[src/rtl/acsc_pkg.sv]
package acsc_pkg;

    // ************************************************************
    // shared sizes and reset values
    // ************************************************************
    localparam int NUM_CH = 6;
    localparam int PHASE_W = 8;
    localparam int DATA_W = 24;
    localparam int DIV_W = 8;
    localparam logic [NUM_CH-1:0] SHUT_ALL = 6'h3F;
    localparam logic [NUM_CH-1:0] SHUT_NONE = 6'h00;
    localparam logic [DIV_W-1:0] DRDY_PERIOD = 8'h3F;
    localparam logic [DIV_W-1:0] DIV_ZERO = 8'h00;

    // power control bits as written by the serial port
    typedef struct packed {
        logic [NUM_CH-1:0] shutdown;
        logic external_reference_select;
        logic external_clock_select;
    } acsc_ctrl_t;

    // power enables delivered to the analog and clock trees
    typedef struct packed {
        logic core_clock_en;
        logic input_clock_en;
        logic por_monitor_en;
        logic internal_ref_en;
        logic [NUM_CH-1:0] channel_en;
    } acsc_power_t;

    typedef enum logic [1:0] {ACSC_RUN, ACSC_ALL_OFF, ACSC_FULL_OFF} acsc_mode_t;

endpackage

[src/rtl/acsc_channel.sv]
`timescale 1ns/1ps
// one channel: phase-aligned data-ready and gated output data
module acsc_channel (
    input wire logic clk, // master clock
    input wire logic reset, // synchronous reset, high
    input wire logic enable, // channel out of shutdown
    input wire logic [acsc_pkg::DIV_W-1:0] base_count, // shared running frame counter
    input wire logic [acsc_pkg::PHASE_W-1:0] phase, // phase delay setting
    input wire logic [acsc_pkg::DATA_W-1:0] sample, // raw converter result
    output logic drdy, // data-ready pulse
    output logic [acsc_pkg::DATA_W-1:0] data // output data word
);

    // ready pulse fires when the shared counter meets this channel's offset
    always_ff @(posedge clk)
    begin
        if (reset)
            drdy <= 1'b0;
        else
            drdy <= enable && (base_count == phase[acsc_pkg::DIV_W-1:0]); // [RL2] [RL4] [RL16]
    end

    // data flushed to zero while shut down
    always_ff @(posedge clk)
    begin
        if (reset)
            data <= 24'h00_0000;
        else if (!enable)
            data <= 24'h00_0000; // [RL15]
        else
            data <= sample;
    end

endmodule

[src/rtl/acsc_top.sv]
`timescale 1ns/1ps
// Functional notes
// RL1: phase offset kept across shutdown
// RL2: waking channel aligns to active channel
// RL3: single shutdown keeps shared clock running
// RL4: waking channel resyncs with no host action
// RL5: all shut: gate input and core clock
// RL6: any channel wakes: clocks restored
// RL7: full shutdown on all bits set
// RL8: full shutdown: monitors off, no clocks
// RL9: full shutdown: channels and reference off
// RL10: full shutdown keeps register values
// RL11: serial port stays alive in shutdown
// RL12: any bit cleared re-enables supply monitors
// RL13: host may idle clocks in shutdown
// RL14: cleared bit enables channel bias, clock
// RL15: shut channel data reads zero
// RL16: shut channel gives no data-ready
// RL17: full shutdown decoded from live bits
module acsc_top (
    input wire logic CLK, // master clock
    input wire logic RESET, // synchronous reset, high
    input wire logic WR_STROBE, // serial port write pulse, same domain
    input wire acsc_pkg::acsc_ctrl_t WR_CTRL, // power bits written
    input wire logic [acsc_pkg::NUM_CH*acsc_pkg::PHASE_W-1:0] WR_PHASE, // phase settings
    input wire logic [acsc_pkg::NUM_CH*acsc_pkg::DATA_W-1:0] SAMPLES, // converter results
    output acsc_pkg::acsc_ctrl_t CTRL, // register readback
    output acsc_pkg::acsc_power_t POWER, // power and clock enables
    output logic FULL_SHUTDOWN, // full shutdown state
    output logic SPI_ALIVE, // serial port enable
    output logic [acsc_pkg::NUM_CH-1:0] DRDY, // data-ready pulses
    output logic [acsc_pkg::NUM_CH*acsc_pkg::DATA_W-1:0] DATA // output data words
);

    // ************************************************************
    // configuration registers
    // ************************************************************
    logic [acsc_pkg::NUM_CH*acsc_pkg::PHASE_W-1:0] phase;
    logic [acsc_pkg::DIV_W-1:0] base_count;
    logic all_off;
    logic full_off;
    logic reset_tail;
    acsc_pkg::acsc_mode_t next_mode;

    // control bits change only on a write or reset; shutdown never alters them
    always_ff @(posedge CLK)
    begin
        if (RESET)
        begin
            CTRL <= '0;
        end
        else if (WR_STROBE)
        begin
            CTRL <= WR_CTRL; // [RL10] [RL11]
        end
    end

    // phase offsets held through any shutdown
    always_ff @(posedge CLK)
    begin
        if (RESET)
            phase <= '0;
        else if (WR_STROBE)
            phase <= WR_PHASE; // [RL1]
    end

    // ************************************************************
    // power mode decode
    // ************************************************************
    // decode from live register bits
    always_comb
    begin
        all_off = (CTRL.shutdown == acsc_pkg::SHUT_ALL); // [RL5]
        full_off = all_off && CTRL.external_reference_select
            && CTRL.external_clock_select; // [RL7] [RL17]
        if (full_off)
            next_mode = acsc_pkg::ACSC_FULL_OFF;
        else if (all_off)
            next_mode = acsc_pkg::ACSC_ALL_OFF;
        else
            next_mode = acsc_pkg::ACSC_RUN; // [RL6] [RL12]
    end

    // registered enables follow the decoded mode
    always_ff @(posedge CLK)
    begin
        if (RESET)
        begin
            POWER <= '0;
            FULL_SHUTDOWN <= 1'b0;
            SPI_ALIVE <= 1'b0;
        end
        else
        begin
            case (next_mode)
                acsc_pkg::ACSC_FULL_OFF:
                begin
                    POWER.core_clock_en <= 1'b0; // [RL8]
                    POWER.input_clock_en <= 1'b0; // [RL8]
                    POWER.por_monitor_en <= 1'b0; // [RL8]
                    POWER.internal_ref_en <= 1'b0; // [RL9]
                end
                acsc_pkg::ACSC_ALL_OFF:
                begin
                    POWER.core_clock_en <= 1'b0; // [RL5]
                    POWER.input_clock_en <= 1'b0; // [RL5]
                    POWER.por_monitor_en <= 1'b1;
                    POWER.internal_ref_en <= !CTRL.external_reference_select;
                end
                default:
                begin
                    POWER.core_clock_en <= 1'b1; // [RL3] [RL6]
                    POWER.input_clock_en <= 1'b1; // [RL6]
                    POWER.por_monitor_en <= 1'b1; // [RL12]
                    POWER.internal_ref_en <= !CTRL.external_reference_select;
                end
            endcase
            POWER.channel_en <= ~CTRL.shutdown; // [RL14] [RL9]
            FULL_SHUTDOWN <= full_off;
            SPI_ALIVE <= 1'b1; // [RL11]
        end
    end

    // ************************************************************
    // shared frame counter and channels
    // ************************************************************
    // keeps running while any channel is awake; held at zero when all off
    always_ff @(posedge CLK)
    begin
        if (RESET)
            base_count <= acsc_pkg::DIV_ZERO;
        else if (all_off)
            base_count <= acsc_pkg::DIV_ZERO; // [RL5]
        else if (base_count == acsc_pkg::DRDY_PERIOD)
            base_count <= acsc_pkg::DIV_ZERO;
        else
            base_count <= base_count + 8'h01; // [RL3]
    end

    genvar g;
    generate
        for (g = 0; g < acsc_pkg::NUM_CH; g++)
        begin : g_ch
            acsc_channel u_ch (
                .clk(CLK),
                .reset(RESET),
                .enable(!CTRL.shutdown[g]),
                .base_count(base_count),
                .phase(phase[g*acsc_pkg::PHASE_W +: acsc_pkg::PHASE_W]),
                .sample(SAMPLES[g*acsc_pkg::DATA_W +: acsc_pkg::DATA_W]),
                .drdy(DRDY[g]),
                .data(DATA[g*acsc_pkg::DATA_W +: acsc_pkg::DATA_W])
            );
        end
    endgenerate

    // ************************************************************
    // checks
    // ************************************************************
    // checks stay off one more edge: outputs still hold reset values then
    always_ff @(posedge CLK)
    begin
        reset_tail <= RESET;
    end

    // every channel: silent and zeroed while shut, aligned while awake
    genvar c;
    generate
        for (c = 0; c < acsc_pkg::NUM_CH; c++)
        begin : g_chk

        end
    endgenerate
endmodule

[config.mk]
export PLATFORM = sky130hd
export DESIGN_NAME = acsc_top
export DESIGN_NICKNAME = d
export VERILOG_FILES = /design/src/rtl/acsc_pkg.sv /design/src/rtl/acsc_channel.sv /design/src/rtl/acsc_top.sv
export SDC_FILE = /design/constraint.sdc
export NUM_CORES = 1
export LEC_CHECK = 0
export BUFFER_PORTS_ARGS = -buffer_cell sky130_fd_sc_hd__buf_2
export CAP_MARGIN = 10
export CORE_AREA = 2 2 146 148
export CTS_CLUSTER_SIZE = 24
export DETAILED_ROUTE_END_ITERATION = 16
export DIE_AREA = 0 0 148 150
export GPL_TIMING_DRIVEN = 0
export SYNTH_ARGS = -nofsm -noshare
export SYNTH_HDL_FRONTEND = slang
export SYNTH_SLANG_ARGS = --single-unit
[constraint.sdc]
create_clock -name CLK -period 3.8 [get_ports CLK]
set_input_delay 0.19 -clock CLK [delete_from_list [all_inputs] [get_ports CLK]]
set_output_delay 0.19 -clock CLK [all_outputs]
set_load 0.05 [all_outputs]
==> metrics.cfg <==
[yosys]
synth_top_flop_cell=dfxtp_1
synth_edf_count=0
synth.distinct_cells=30
synthDominantCellAreaShare=0.622
postSynthAreaPerCell_um2=11.4
netlist_top_cells_count=dfxtp_1 (225), and2_1 (144), nor2_1 (61)
async_flop_share=0
synth_nets=839
syn-cell-area_mm2=0.00724
yosysSeqAreaShare=0.622
yosysTopAreaCell=dfxtp_1
synth-seq-cells=225
yosysMostFrequentCell=dfxtp_1
ys_top_cells_by_area=dfxtp_1 (62%), and2_1 (12%), mux2i_1 (7.7%), xnor2_1 (5.9%), nor2_1 (3.2%)
synth_warnings=0
synthCells=635

[worst_setup_path]
crit_path_start_kind=flop
criticalPathCategory=reg2out
crit_fanout=4
critPathCaptureType=output port
path_cells=buf_2
critPathBufInv=1
slowest_delay_ns=0.46
cp_top_family=flip-flops
required_ns=3.61
slowest_stage=dfxtp_1
worstPathArrival_ns=1.28

[drt]
dr.pass1.iters=4
routed_wl_mm=23.1
wl_per_cell_um=15.1
drt_iter0_markers=136
num_vias=6388
vias_per_cell=4.18
drc=0
ant_nets=0

[layout]
utilization=0.590
layout-drive-gt1-share=0.357
fillers=1743
area_growth_pct=68.8
seq_area_mm2=0.00450
nNetsFinal=1436
multi_input_area_mm2=0.00248

[clock_tree]
clock_latency_ns=0.51
numCtsBuffers=24
clock-sinks=225
htree_levels=1
post-cts-setup-buffer-count=0
cts_root_buf=clkbuf_16
max-clock-path-buffers=3
cts.clk_slew.worst_paths_ns=0.06
tritoncts=done

[status]
status=finished clean

[flow_run]
drv_cap=0

[sta]
finalSetupTns_ns=0
finalCritPeriodShare=0.388
slew_viol_final=0
max_slew_margin=0.560
clock_skew_ns=0.00710
setup_viol=0
max_freq_ghz=0.678
hold_violations=0
layout_min_cycle_time_ns=1.47
rsz0062_at_grt=no
worst_slew_pin_slew_ns=0.660

[floorplan]
io_pins=373
num_rows=53
core_mm2=0.0207
die_w_um=148
die_area_mm2=0.0222
start_util=0.350
floorplan.die.height_um=150

[grt]
grt_pass1_vias=6588
grt_max_degree=14
grtUsageMet2=0.367
grt-ovfl-total=0
grt.busiest_layer=met2
antenna_found_initial=5
use_met1=0.220
met3_usage=0.0433
grt_pass1_wl_mm=34.7
grt_usage=0.198

[power_and_ir_drop]
power_density_mw_per_mm2=479
p_leak_nw=5.85
ir_worst_vdd_uv=351

[placed_design]
port_buffers=371
hpwlAfterDp_mm=15.6
place_congestion=0.738

[worst_hold_path]
worst_hold_path_type=in2reg

==> through the flow <==
step | std cells | area [um^2] | setup WS, ns | hold slack, ns | power (mW)
finish | 1528 | 12200 | 2.33 | 0.104 | 5.85
detailed placement | 1281 | 9440 | 2.27 | 0.391 | 3.46
floorplan | 635 | 7240 | 2.35 | 0.312 | 3.20
global route | 1526 | 12200 | 2.27 | 0.125 | 6.07
CTS | 1522 | 12200 | 2.32 | 0.0777 | 5.90
global placement | 1281 | 9440 | 2.24 | 0.389 | 3.46
==> final timing paths <==
kind | start | endpoint | slack (ns) | depth (start not counted)
worst max-delay path | CTRL[6]$_SDFFE_PP0P_ | CTRL[6] | 2.33 | 1
worst min-delay path | RESET | g_ch[5].u_ch.drdy$_SDFF_PP0_ | 0.10 | 4
worst max register to register | CTRL[4]$_SDFFE_PP0P_ | g_ch[2].u_ch.data[12]$_SDFF_PP0_ | 2.33 | 3
worst min register to register | CTRL[1]$_SDFFE_PP0P_ | POWER[6]$_SDFF_PP0_ | 0.48 | 1
==> area by class of cell <==
class,instances,share of cell area
Clock buffer,34,0.0539
Antenna cell,6,0.00123
Clock inverter,7,0.00830
Buffer,40,0.0201
Inverter,3,0.000922
Sequential cell,225,0.369
Tap cell,275,0.0282
Timing Repair Buffer,571,0.316
Multi-Input combinational cell,367,0.203
==> where the power goes <==
part	internal (mW)	switching, mW	leakage (nW)	total, mW
Combinational	0.412	0.625	3.62	1.04
Clock	1.34	0.917	0.363	2.26
Sequential	2.50	0.0523	1.86	2.55
==> sequential cells by signal, indices dropped and copies added, names as in the netlist <==
name and cells:
CTRL 8, g_ch.u_ch.drdy 6, g_ch.u_ch.data 144, POWER 9, base_count 8, SPI_ALIVE 1, FULL_SHUTDOWN 1, phase 48
==> cells in the final DEF (no fill, tap or decap), drive strengths merged <==
cell type	netlist	final
diode	0	6
or4	1	1
nor3	10	10
o21ai	4	4
nand3	9	9
bufinv	0	2
clkinvlp	0	2
nor2	65	65
mux2i	56	56
xor2	2	2
nand4	8	8
nand2	10	10
clkbuf	12	46
or3	2	2
and2	144	144
buf	28	399
nor4	2	2
a211oi	1	1
inv	3	3
nor3b	1	1
clkinv	0	3
a21oi	2	2
dfxtp	225	225
xnor2	49	49
dlygate4sd3	0	200
ha	1	1
==> per-layer routing <==
metal,vias up,part of all wire
met5,-,0
met4,0,0.037
met3,59,0.061
met2,239,0.52
met1,2884,0.38
li1,3206,-
==> cell families (layout without fill, tap and decap cells) <==
kind of cell               Yosys count  count (layout)  share of synthesized area
AOI/OAI and AO/OA                    7               7                    0.00691
adders and majority gates            1               1                    0.00173
and+or+nand+nor                    252             252                      0.194
DFF                                225             225                      0.622
xor gates and xnor gates            51              51                     0.0617
other                                0               6                          0
muxes                               56              56                     0.0774
buffers and inverters               43             655                     0.0354
==> what timing repair did <==
action | 4_1_cts | 5_1_grt
resized for setup | 0 | 0
hold buffers | 200 | 0
hold endpoints to repair | 200 | 0
Power figures use the tool's default switching activity.
